--- config.mk ---
export PLATFORM = sky130hd
export DESIGN_NAME = serial_input_signal_conditioning
export DESIGN_NICKNAME = d
export VERILOG_FILES = /design/src/hw/serial_in_cond_pkg.sv /design/src/hw/serial_input_signal_conditioning.sv /design/src/hw/input_conditioner.sv
export SDC_FILE = /design/constraint.sdc
export NUM_CORES = 1
export LEC_CHECK = 0
export BUFFER_PORTS_ARGS = -buffer_cell sky130_fd_sc_hd__buf_2
export CAP_MARGIN = 20
export CORE_AREA = 2 2 68 83
export CTS_BUF_LIST = sky130_fd_sc_hd__clkbuf_2 sky130_fd_sc_hd__clkbuf_4 sky130_fd_sc_hd__clkbuf_8
export DETAILED_ROUTE_END_ITERATION = 10
export DIE_AREA = 0 0 70 85
export PLACE_DENSITY_LB_ADDON = 0.25
export SLEW_MARGIN = 20
export SYNTH_ARGS = -nofsm -noshare
export SYNTH_HDL_FRONTEND = slang
export SYNTH_SLANG_ARGS = --single-unit
export TNS_END_PERCENT = 5
--- constraint.sdc ---
create_clock -name clk -period 1.52 [get_ports clk]
set_input_delay 0.38 -clock clk [delete_from_list [all_inputs] [get_ports clk]]
set_output_delay 0.38 -clock clk [all_outputs]
set_load 0.02 [all_outputs]
--- src/hw/serial_in_cond_pkg.sv ---
package serial_in_cond_pkg;

    ////////////////////////////////////////////////////////////////////////////
    // register map (byte addresses)
    localparam logic [7:0]  DATA_CFG_OFS   = 8'h10;
    localparam logic [7:0]  CTL_CFG_OFS    = 8'h20;
    localparam logic [7:0]  INT_STATUS_OFS = 8'h30;
    localparam logic [7:0]  INT_MASK_OFS   = 8'h34;
    localparam int          ADDR_W         = 8;

    ////////////////////////////////////////////////////////////////////////////
    // field positions and reset values
    localparam int          EDGE_LSB       = 3;
    localparam int          INV_BIT        = 2;
    localparam int          SYNC_BIT       = 0;
    localparam int          INT_DATA_BIT   = 0;
    localparam int          INT_CTL_BIT    = 1;
    localparam int          INT_W          = 2;
    localparam logic [31:0] CFG_RESET      = 32'h0000_0000;
    localparam logic [1:0]  INT_RESET      = 2'h0;
    localparam logic [1:0]  RESP_OKAY      = 2'h0;
    localparam logic [1:0]  RESP_SLVERR    = 2'h2;
    localparam int          SYNC_STAGES    = 2;

    ////////////////////////////////////////////////////////////////////////////
    // types
    typedef enum logic [1:0] {
        EDGE_OFF,
        EDGE_RISE,
        EDGE_FALL,
        EDGE_BOTH
    } edge_mode_e;

    typedef struct packed {
        edge_mode_e edge_mode;
        logic       invert;
        logic       sync_sel;
    } in_cfg_s;

    ////////////////////////////////////////////////////////////////////////////
    // helpers
    function automatic logic edge_hit(input edge_mode_e m, input logic prev, input logic cur);
        case (m)
            EDGE_RISE: edge_hit = !prev && cur;
            EDGE_FALL: edge_hit = prev && !cur;
            EDGE_BOTH: edge_hit = prev != cur;
            default:   edge_hit = 1'b0;
        endcase
    endfunction

    function automatic logic [31:0] cfg_word(input in_cfg_s c);
        cfg_word = 32'h0000_0000;
        cfg_word[EDGE_LSB+1:EDGE_LSB] = c.edge_mode;
        cfg_word[INV_BIT] = c.invert;
        cfg_word[SYNC_BIT] = c.sync_sel;
    endfunction

    function automatic in_cfg_s cfg_from_word(input logic [31:0] w, input logic has_edge);
        cfg_from_word.edge_mode = has_edge ? edge_mode_e'(w[EDGE_LSB+1:EDGE_LSB]) : EDGE_OFF;
        cfg_from_word.invert = w[INV_BIT];
        cfg_from_word.sync_sel = w[SYNC_BIT];
    endfunction

endpackage

--- src/hw/serial_input_signal_conditioning.sv ---
// Chosen here: register access over AXI4-Lite.
`timescale 1ns/1ns
module serial_input_signal_conditioning
    import serial_in_cond_pkg::*;
(
    input  wire logic              clk,
    input  wire logic              srst,
    // axi4-lite slave
    input  wire logic [ADDR_W-1:0] s_axi_awaddr,
    input  wire logic              s_axi_awvalid,
    output logic                   s_axi_awready,
    input  wire logic [31:0]       s_axi_wdata,
    input  wire logic [3:0]        s_axi_wstrb,
    input  wire logic              s_axi_wvalid,
    output logic                   s_axi_wready,
    output logic [1:0]             s_axi_bresp,
    output logic                   s_axi_bvalid,
    input  wire logic              s_axi_bready,
    input  wire logic [ADDR_W-1:0] s_axi_araddr,
    input  wire logic              s_axi_arvalid,
    output logic                   s_axi_arready,
    output logic [31:0]            s_axi_rdata,
    output logic [1:0]             s_axi_rresp,
    output logic                   s_axi_rvalid,
    input  wire logic              s_axi_rready,
    // serial line
    input  wire logic              rx_data_in,
    input  wire logic              ctl_in,
    // toward the data shift unit
    output logic                   shift_data,
    output logic                   shift_ctl,
    output logic                   data_trigger,
    output logic                   irq
);

    ////////////////////////////////////////////////////////////////////////////
    // register state
    in_cfg_s           data_cfg_q;
    in_cfg_s           ctl_cfg_q;
    logic [INT_W-1:0]  int_status_q;
    logic [INT_W-1:0]  int_status_d;
    logic [INT_W-1:0]  int_mask_q;

    logic [ADDR_W-1:0] aw_addr_q;
    logic              aw_have_q;
    logic [31:0]       w_data_q;
    logic [3:0]        w_strb_q;
    logic              w_have_q;
    logic              bvalid_q;
    logic [1:0]        bresp_q;
    logic              rvalid_q;
    logic [31:0]       rdata_q;
    logic [1:0]        rresp_q;

    ////////////////////////////////////////////////////////////////////////////
    // conditioning paths
    logic data_sync;
    logic ctl_sync;
    logic ctl_change;
    in_cfg_s ctl_path_cfg;

    assign ctl_path_cfg = '{edge_mode: EDGE_BOTH, invert: ctl_cfg_q.invert,
                            sync_sel: ctl_cfg_q.sync_sel};

    input_conditioner #(
        .STAGES   (SYNC_STAGES)
    ) u_data_cond (
        .clk      (clk),
        .srst     (srst),
        .raw_in   (rx_data_in),
        .cfg      (data_cfg_q),
        .cond_out (shift_data),
        .sync_out (data_sync),
        .trig     (data_trigger)
    );

    input_conditioner #(
        .STAGES   (SYNC_STAGES)
    ) u_ctl_cond (
        .clk      (clk),
        .srst     (srst),
        .raw_in   (ctl_in),
        .cfg      (ctl_path_cfg),
        .cond_out (shift_ctl),
        .sync_out (ctl_sync),
        .trig     (ctl_change)
    );

    ////////////////////////////////////////////////////////////////////////////
    // write channel decode
    logic        wr_fire;
    logic        wr_data_hit;
    logic        wr_ctl_hit;
    logic        wr_stat_hit;
    logic        wr_mask_hit;
    logic        wr_map_hit;
    logic [31:0] wr_word;

    assign s_axi_awready = !aw_have_q && !bvalid_q;
    assign s_axi_wready  = !w_have_q && !bvalid_q;
    assign wr_fire       = aw_have_q && w_have_q && !bvalid_q;
    assign wr_word       = w_strb_q[0] ? w_data_q : 32'h0000_0000;
    assign wr_data_hit   = wr_fire && w_strb_q[0] && aw_addr_q == DATA_CFG_OFS;
    assign wr_ctl_hit    = wr_fire && w_strb_q[0] && aw_addr_q == CTL_CFG_OFS;
    assign wr_stat_hit   = wr_fire && aw_addr_q == INT_STATUS_OFS;
    assign wr_mask_hit   = wr_fire && w_strb_q[0] && aw_addr_q == INT_MASK_OFS;
    assign wr_map_hit    = aw_addr_q == DATA_CFG_OFS || aw_addr_q == CTL_CFG_OFS ||
                           aw_addr_q == INT_STATUS_OFS || aw_addr_q == INT_MASK_OFS;
    assign s_axi_bvalid  = bvalid_q;
    assign s_axi_bresp   = bresp_q;

    always_ff @(posedge clk) begin
        if (srst) begin
            aw_addr_q <= '0;
            aw_have_q <= 1'b0;
        end else if (s_axi_awvalid && s_axi_awready) begin
            aw_addr_q <= s_axi_awaddr;
            aw_have_q <= 1'b1;
        end else if (wr_fire) begin
            aw_have_q <= 1'b0;
        end
    end

    always_ff @(posedge clk) begin
        if (srst) begin
            w_data_q <= 32'h0000_0000;
            w_strb_q <= 4'h0;
            w_have_q <= 1'b0;
        end else if (s_axi_wvalid && s_axi_wready) begin
            w_data_q <= s_axi_wdata;
            w_strb_q <= s_axi_wstrb;
            w_have_q <= 1'b1;
        end else if (wr_fire) begin
            w_have_q <= 1'b0;
        end
    end

    always_ff @(posedge clk) begin
        if (srst) begin
            bvalid_q <= 1'b0;
            bresp_q  <= RESP_OKAY;
        end else if (wr_fire) begin
            bvalid_q <= 1'b1;
            bresp_q  <= wr_map_hit ? RESP_OKAY : RESP_SLVERR;
        end else if (s_axi_bready) begin
            bvalid_q <= 1'b0;
        end
    end

    ////////////////////////////////////////////////////////////////////////////
    // configuration and interrupt registers
    always_ff @(posedge clk) begin
        if (srst) begin
            data_cfg_q <= cfg_from_word(CFG_RESET, 1'b1);
            ctl_cfg_q  <= cfg_from_word(CFG_RESET, 1'b0);
            int_mask_q <= INT_RESET;
        end else begin
            if (wr_data_hit) data_cfg_q <= cfg_from_word(wr_word, 1'b1);
            if (wr_ctl_hit)  ctl_cfg_q  <= cfg_from_word(wr_word, 1'b0);
            if (wr_mask_hit) int_mask_q <= wr_word[INT_W-1:0];
        end
    end

    // event set wins over a write-one clear in the same cycle
    always_comb begin
        int_status_d = int_status_q;
        if (wr_stat_hit && w_strb_q[0]) begin
            int_status_d = int_status_q & ~w_data_q[INT_W-1:0];
        end
        int_status_d[INT_DATA_BIT] = int_status_d[INT_DATA_BIT] | data_trigger;
        int_status_d[INT_CTL_BIT]  = int_status_d[INT_CTL_BIT] | ctl_change;
    end

    always_ff @(posedge clk) begin
        if (srst) int_status_q <= INT_RESET;
        else      int_status_q <= int_status_d;
    end

    assign irq = |(int_status_q & int_mask_q);

    ////////////////////////////////////////////////////////////////////////////
    // read channel
    logic [31:0] rd_word;
    logic        rd_map_hit;

    always_comb begin
        rd_word    = 32'h0000_0000;
        rd_map_hit = 1'b1;
        case (s_axi_araddr)
            DATA_CFG_OFS:   rd_word = cfg_word(data_cfg_q);
            CTL_CFG_OFS:    rd_word = cfg_word(ctl_cfg_q);
            INT_STATUS_OFS: rd_word[INT_W-1:0] = int_status_q;
            INT_MASK_OFS:   rd_word[INT_W-1:0] = int_mask_q;
            default:        rd_map_hit = 1'b0;
        endcase
    end

    assign s_axi_arready = !rvalid_q;
    assign s_axi_rvalid  = rvalid_q;
    assign s_axi_rdata   = rdata_q;
    assign s_axi_rresp   = rresp_q;

    always_ff @(posedge clk) begin
        if (srst) begin
            rvalid_q <= 1'b0;
            rdata_q  <= 32'h0000_0000;
            rresp_q  <= RESP_OKAY;
        end else if (s_axi_arvalid && s_axi_arready) begin
            rvalid_q <= 1'b1;
            rdata_q  <= rd_word;
            rresp_q  <= rd_map_hit ? RESP_OKAY : RESP_SLVERR;
        end else if (s_axi_rready) begin
            rvalid_q <= 1'b0;
        end
    end
endmodule

--- src/hw/input_conditioner.sv ---
`timescale 1ns/1ns
module input_conditioner
    import serial_in_cond_pkg::*;
#(
    parameter int STAGES = SYNC_STAGES
) (
    input  wire logic    clk,
    input  wire logic    srst,
    input  wire logic    raw_in,
    input  wire in_cfg_s cfg,
    output logic         cond_out,
    output logic         sync_out,
    output logic         trig
);

    logic [STAGES-1:0] sync_q;
    logic              prev_q;
    logic              inv_in;

    ////////////////////////////////////////////////////////////////////////////
    // inversion ahead of the synchroniser
    assign inv_in   = raw_in ^ cfg.invert;
    assign sync_out = sync_q[STAGES-1];
    assign cond_out = cfg.sync_sel ? sync_out : inv_in;
    assign trig     = edge_hit(cfg.edge_mode, prev_q, sync_out);

    always_ff @(posedge clk) begin
        if (srst) begin
            sync_q <= '0;
            prev_q <= 1'b0;
        end else begin
            sync_q <= {sync_q[STAGES-2:0], inv_in};
            prev_q <= sync_out;
        end
    end
endmodule

After elaboration in Yosys (flattened, before gate mapping)
Cells that the tools add are included.
{"block": "totals", "output_inout_bits": 45, "regBits": 70, "wordCells": 88, "in_bits": 61}
{"block": "op_classes", "eq_ne": 13, "n_mux": 17, "reduce_logical": 30, "bitwise": 7}
{"op": "8-bit by 6-bit equality test with 1-bit output, second input constant", "n": 6}
{"op": "8-bit by 5-bit equality test with 1-bit output, second input constant", "n": 2}
{"op": "1-bit logical AND", "n": 15}
{"op": "1-bit two-way mux", "n": 10}
{"op": "2-bit one-hot mux with 4 select lines", "n": 1}
{"op": "2-bit nonzero test", "n": 4}
{"op": "1-bit zero test", "n": 6}
{"op": "2-bit two-way mux", "n": 3}
{"op": "3-bit one-hot mux with 2 select lines", "n": 1}
{"op": "5-bit two-way mux", "n": 1}
{"op": "2-bit AND", "n": 2}
{"op": "2-bit equality test, second input constant", "n": 2}
{"op": "4-bit OR reduction", "n": 1}
{"op": "1-bit logical OR", "n": 3}
{"op": "1-bit one-hot mux with 3 select lines", "n": 1}
{"op": "2-bit by 1-bit equality test with 1-bit output, second input constant", "n": 1}
{"op": "1-bit inequality test", "n": 2}
{"op": "2-bit inverter", "n": 1}
{"op": "1-bit bitwise OR", "n": 2}
{"op": "2-bit OR reduction", "n": 1}
{"op": "1-bit XOR", "n": 2}

Depth between registers and ports, before layout
{"block": "depth", "word_depth": 6, "mapped_depth": 6, "ltp_nobuf": 6}

By module
A second synthesis with hierarchy kept.
{"block": "unflattened", "cells_unflattened": 229, "hier_area_um2": 2055.7}
{"module": "serial_input_signal_conditioning", "instances": 1, "cells_each": 193, "seq_area_each_um2": 700.7, "area_per_inst_um2": 1750.4}
{"module": "input_conditioner", "instances": 2, "cells_each": 18, "seq_area_each_um2": 60.1, "area_per_inst_um2": 152.6}

Worst setup path before layout
No wires, ideal clock.
{"block": "synth_timing", "path_kind": "register to register", "from": "register bvalid_q (netlist: s_axi_bvalid)", "to": "register w_data_q[0]", "period_less_slack_ps": 1626, "path_stages_with_launch": 6, "arrival_time_ps": 1498, "n_path_buf": 1, "required_time_ps": 1392, "setup_time_ps": 128, "slack_ps": -106, "cell_sequence": "dfxtp_1 nor2_1 and2_1 clkbuf_1 mux2i_1 nor2_1"}
{"block": "synth_between", "elab_chain_cells": 3}
{"item": "from (decl)", "line_no": "serial_input_signal_conditioning.sv:49", "text": "logic bvalid_q;"}
{"item": "from (signal assigned)", "line_no": "serial_input_signal_conditioning.sv:140", "text": "bvalid_q <= 1'b0;"}
{"item": "from (signal assigned)", "line_no": "serial_input_signal_conditioning.sv:143", "text": "bvalid_q <= 1'b1;"}
{"item": "from (signal assigned)", "line_no": "serial_input_signal_conditioning.sv:146", "text": "bvalid_q <= 1'b0;"}
{"item": "1-bit zero test", "line_no": "serial_input_signal_conditioning.sv:100", "text": "assign s_axi_wready = !w_have_q && !bvalid_q;"}
{"item": "1-bit logical AND", "line_no": "serial_input_signal_conditioning.sv:100"}
{"item": "named net s_axi_wready", "line_no": "serial_input_signal_conditioning.sv:15", "text": "output logic s_axi_wready,"}
{"item": "1-bit logical AND", "line_no": "serial_input_signal_conditioning.sv:129", "text": "end else if (s_axi_wvalid && s_axi_wready) begin"}
{"item": "to (signal assigned)", "line_no": "serial_input_signal_conditioning.sv:130", "text": "w_data_q <= s_axi_wdata;"}
{"item": "to (decl)", "line_no": "serial_input_signal_conditioning.sv:46", "text": "logic [31:0] w_data_q;"}
The timed path passes the listed nets, and every way through them passes these cells.
A chain may end at the register's enable or synchronous reset.

Worst setup path in the final report
{"block": "layout_timing", "from": "register u_data_cond.sync_q[1]", "to": "output port data_trigger"}
{"block": "layout_between", "elab_chain_cells": 3, "word_cells_on_any_way": 5, "classes_between": "eq/ne: 1; mux: 1; reduce/logical: 3"}
{"item": "from (decl)", "line_no": "input_conditioner.sv:16", "text": "logic [STAGES-1:0] sync_q;"}
{"item": "from (signal assigned)", "line_no": "input_conditioner.sv:32", "text": "sync_q <= {sync_q[STAGES-2:0], inv_in};"}
{"item": "1-bit zero test", "line_no": "serial_in_cond_pkg.sv:45", "text": "EDGE_FALL: edge_hit = prev && !cur;"}
{"item": "1-bit logical AND", "line_no": "serial_in_cond_pkg.sv:45"}
{"item": "1-bit one-hot mux with 3 select lines (*)", "line_no": "serial_in_cond_pkg.sv:43", "text": "case (m)"}
{"item": "to (decl)", "line_no": "serial_input_signal_conditioning.sv:32", "text": "output logic data_trigger,"}
Mark *: on every way between the ends. The rest lies on a longest branch, timed or not.

==> results by stage <==
Placement:
- Summing all placed instances gives a cell area of between 0.002 and 0.0025 mm².
- Routability-driven placement finished with a final weighted congestion of 0.786.
- The number of placed instances, taps included, is 348.
- Port buffering added 46 buffers.
- The wire-length estimate of the detail-placed layout is 3.22 mm.

Clock network:
- TritonCTS created 5 clock buffers.
- The number of buffers on the longest clock path is 2.
- The cell chosen for the clock root is sky130_fd_sc_hd__clkbuf_8.
- The CTS clock-pin slew for the worst setup and hold paths is roughly 0.08 ns.
- The source-to-sink clock delay at the later pin of the worst-skew pair is 0.30 ns.
- The count of clock tree sinks is 41.
- The TritonCTS clock tree is done.
- The maximum level of the CTS H-tree is 2.

Worst setup path:
- Counting both buffers and inverters, the worst setup path holds a total of 2.
- The beginning of the critical path is u_data_cond.sync_q[1].
- The critical path class is register to primary output.
- Counting buffers and inverters, the worst setup path is 6 cells deep.
- On the critical path the largest part of the delay comes from flip-flops.
- The worst register-to-register path has a depth of 5.
- The largest individual stage delay along the critical path comes from the cell sky130_fd_sc_hd__dfxtp_2.
- In this run the worst path has a maximum fanout of 2.
- The startpoint identified for the worst register-to-register timing path is aw_addr_q[2].
- The required time of the critical path is 1.14 ns.
- The type of origin of the critical path is a register.
- The nature of the critical path endpoint is a primary output.
- Data on the critical path arrives at its endpoint at 1.32 ns.
- Walking the worst path, the cells encountered are inv_2, ha_4, mux2i_1, nand2_1, nand2_2, buf_6.
- The maximum cell stage delay along the critical path is about 0.33 ns.

Synthesis:
- The number of synthesized flops with an enable pin is 0.
- Summing the sequential cell areas from Yosys gives between 40% and 50% of the chip area.
- The commonest cells after synthesis are 41 x sky130_fd_sc_hd__dfxtp_1, 29 x sky130_fd_sc_hd__buf_4, 29 x sky130_fd_sc_hd__nand2_1.
- During synthesis, Yosys emitted a total of 0 warnings.
- The fraction of post-synthesis cell area in the top cell type by area is 41.1%.
- The fraction of registers with async set/reset is 0%.
- Ranked by total cell area, the synthesized netlist is headed by sky130_fd_sc_hd__dfxtp_1 41%, sky130_fd_sc_hd__buf_4 11%, sky130_fd_sc_hd__mux2i_1 7.0%.
- The distinct cell type count after synthesis is 36.
- The post-synthesis average cell area is roughly 8.7 µm².
- The post-synthesis instance area is 0.00200 mm².
- The top cell type by total area after synthesis is sky130_fd_sc_hd__dfxtp_1.
- The number of standard cells after synthesis is 229.
- Among all flip-flop cells after synthesis, the most frequent one is sky130_fd_sc_hd__dfxtp_1.
- The most common cell in the netlist is sky130_fd_sc_hd__dfxtp_1.
- The synthesized design contains 41 register bits.

Layout:
- The fill cell total of the finished layout is 537.
- For this run, the post-layout net count is between 300 and 400.
- Leaving out filler cells and counting taps, the final layout contains 358.
- Across the whole layout, storage elements account for 831 µm².
- Of the cells placed in the final design, the portion with a size suffix greater than 1 is between 30 and 40%.
- The repair_antennas step left the layout with diodes totalling 0.
- In the final layout, the multi-input gates occupy 0.00105 mm².
- The layout-stage area growth over the synthesis result is 25.9%.
- The finished cells cover 0.00252 mm².

Global route:
- The via count of the first global-routing pass came to 1577.
- Global routing used 14.8% of the available tracks across all layers.
- The pin count of the biggest net entering global routing is 19.
- The number of antenna violations at the first check in global routing was 0.
- The first global-routing pass estimated 7.02 mm of wire.
- The global-route congestion overflow total is 0.

Run status:
- The final reports fail on negative setup slack.
- The run finished, with violations left.

Timing:
- The maximum clock frequency is 589 MHz.
- The worst path uses 112% of the clock period.
- The post-route worst setup slack is -0.179 ns.
- For the finished layout, the period the worst path requires is 1.70 ns.
- Setup repair after global routing could not meet its margin everywhere.
- Clock skew on the completed layout was measured at 0.0107 ns.
- Setup violations remaining at the end of the flow were counted as 9.
- The hold violation count in the final report is 0.
- The max-slew violation count is 0.

Floorplan:
- approximately 110 I/O pins were placed.
- The floorplan step defined a die boundary enclosing approximately 0.0060 mm².
- From left edge to right edge, the die measures 70 µm.
- For this configuration, the core starts out at a cell density of 38.8%.
- In this run the core area contains 29 standard-cell rows.
- The vertical extent of the die is 85 µm.
- After floorplanning, the core was sized to cover 0.00515 mm².

Drt:
- The amount of wire on met2 after detailed routing is 2.08 mm.
- The count of nets left with antenna violations once routing finished came out at 0.
- The wire length on met1 is around 1.8 mm.
- The number of search-and-repair iterations in the first detailed-routing pass is 4.
- The routed design has 4.19 mm of wire.
- The detailed router's first-iteration violation count is 43.
- The amount of wire on met3 after detailed routing is 192 µm.
- The routed wirelength normalized by instance count is 11.7 µm.
- For this run, design rule violations remaining after detail routing come to 0.
- The post-detailed-route via-to-cell ratio is 4.63.
- The highest routing layer actually used is met4.
- The total via count in the routed design is 1657.

Pwr:
- The static leakage is 1.08 nW.
- Dividing total power by cell area gives a power density of around 1000 mW/mm².
- The maximum VDD drop is ~0.48 mV.
- Overall power consumption after layout is estimated at around 2.6 mW.

Hold path:
- The type of the most critical hold path is input port to register.
- Counting instances, the worst hold path has a depth of 2.
- The hold path startpoint is s_axi_rready.

Job:
- The total of max-cap violations is 0.
[what timing repair did]
action                                  in CTS  in global routing
gates resized for setup                     15                  5
setup buffers                                2                  0
cloned                                       0                  0
endpoints found under the setup margin       9                 12
pin swaps                                    6                  4
hold buffers                                 0                  0
[cell usage in the layout, fill, tap and decap left out, types with 4 or more instances in the layout]
cell and instances:
sky130_fd_sc_hd__nor2b_1 6, sky130_fd_sc_hd__nor2_1 17, sky130_fd_sc_hd__dfxtp_2 8, sky130_fd_sc_hd__o21ai_0 4, sky130_fd_sc_hd__buf_2 44, sky130_fd_sc_hd__clkbuf_8 5
sky130_fd_sc_hd__nand2b_1 4, sky130_fd_sc_hd__nand3b_1 6, sky130_fd_sc_hd__nand4_1 5, sky130_fd_sc_hd__a21oi_1 19, sky130_fd_sc_hd__dfxtp_1 33, sky130_fd_sc_hd__inv_1 7
sky130_fd_sc_hd__conb_1 29, sky130_fd_sc_hd__buf_4 20, sky130_fd_sc_hd__and2_1 4, sky130_fd_sc_hd__mux2i_1 14, sky130_fd_sc_hd__nand2_1 28
[where the power goes]
part	switching (mW)	internal, mW	leakage, nW	total, mW
clock network	0.382	0.652	0.0681	1.03
logic	0.231	0.148	0.677	0.379
registers	0.0349	1.12	0.338	1.16
total	0.648	1.92	1.08	2.57
[path summary, 6_finish.rpt]
kind              slack (ns)                     to
hold / removal          0.25           s_axi_rvalid
setup / recovery       -0.18           data_trigger
setup reg to reg       -0.09          data_cfg_q[3]
hold reg to reg         0.45  u_data_cond.sync_q[1]
[area by class of cell]
type	count	share of cell area (%)
flip-flops and latches	41	33.0
multi-input cells	173	41.8
well taps	62	3.08
repair buffers	66	15.6
clock inverters	3	2.58
clock buffers	5	2.73
inverters	8	1.19
[sequential cells by signal (all words and copies together) (netlist names), 2 cells and up]
name,cells
u_ctl_cond.sync_q,2
ctl_cfg_q,2
s_axi_rdata,5
int_status_q,2
u_data_cond.sync_q,2
aw_addr_q,8
w_data_q,5
data_cfg_q,4
int_mask_q,2
[worst reg2reg max path: stages, from the launching register on]
cell                      delay (ns)
sky130_fd_sc_hd__dfxtp_1        0.31
sky130_fd_sc_hd__or4bb_4        0.55
sky130_fd_sc_hd__nor4_4         0.21
sky130_fd_sc_hd__buf_4          0.18
sky130_fd_sc_hd__mux2i_1        0.20
sky130_fd_sc_hd__nor2_1         0.05
[per-layer routing]
layer	vias to the layer above	global-route usage, %
met3	7	2.73
li1	854	-
met4	0	6.82
met1	749	17.8
met2	47	25.5
met5	-	0
[cells by family after synthesis]
logic type / count (synthesis) / synth area share (%)
adders and majority gates: 3 / 1.75
buffers and inverters: 43 / 13.5
DFF: 41 / 41.1
xor gates and xnor gates: 3 / 1.31
and+or+nand+nor: 91 / 25.5
AOI/OAI and AO/OA: 32 / 9.14
muxes: 15 / 7.57
other: 1 / 0.188
[stage by stage]
stage	setup TNS, ns	hold slack, ns	setup slack, ns	utilization, %
3_3_place_gp	-0.481	0.421	-0.100	44.8
6_report	-0.574	0.251	-0.179	48.9
2_1_floorplan	-0.337	0.414	-0.0762	-
3_5_place_dp	-0.570	0.433	-0.119	44.8
5_1_grt	-1.28	0.263	-0.277	48.9
4_1_cts	-0.659	0.243	-0.181	48.5
Note: power is estimated with default switching activity, not from simulation.
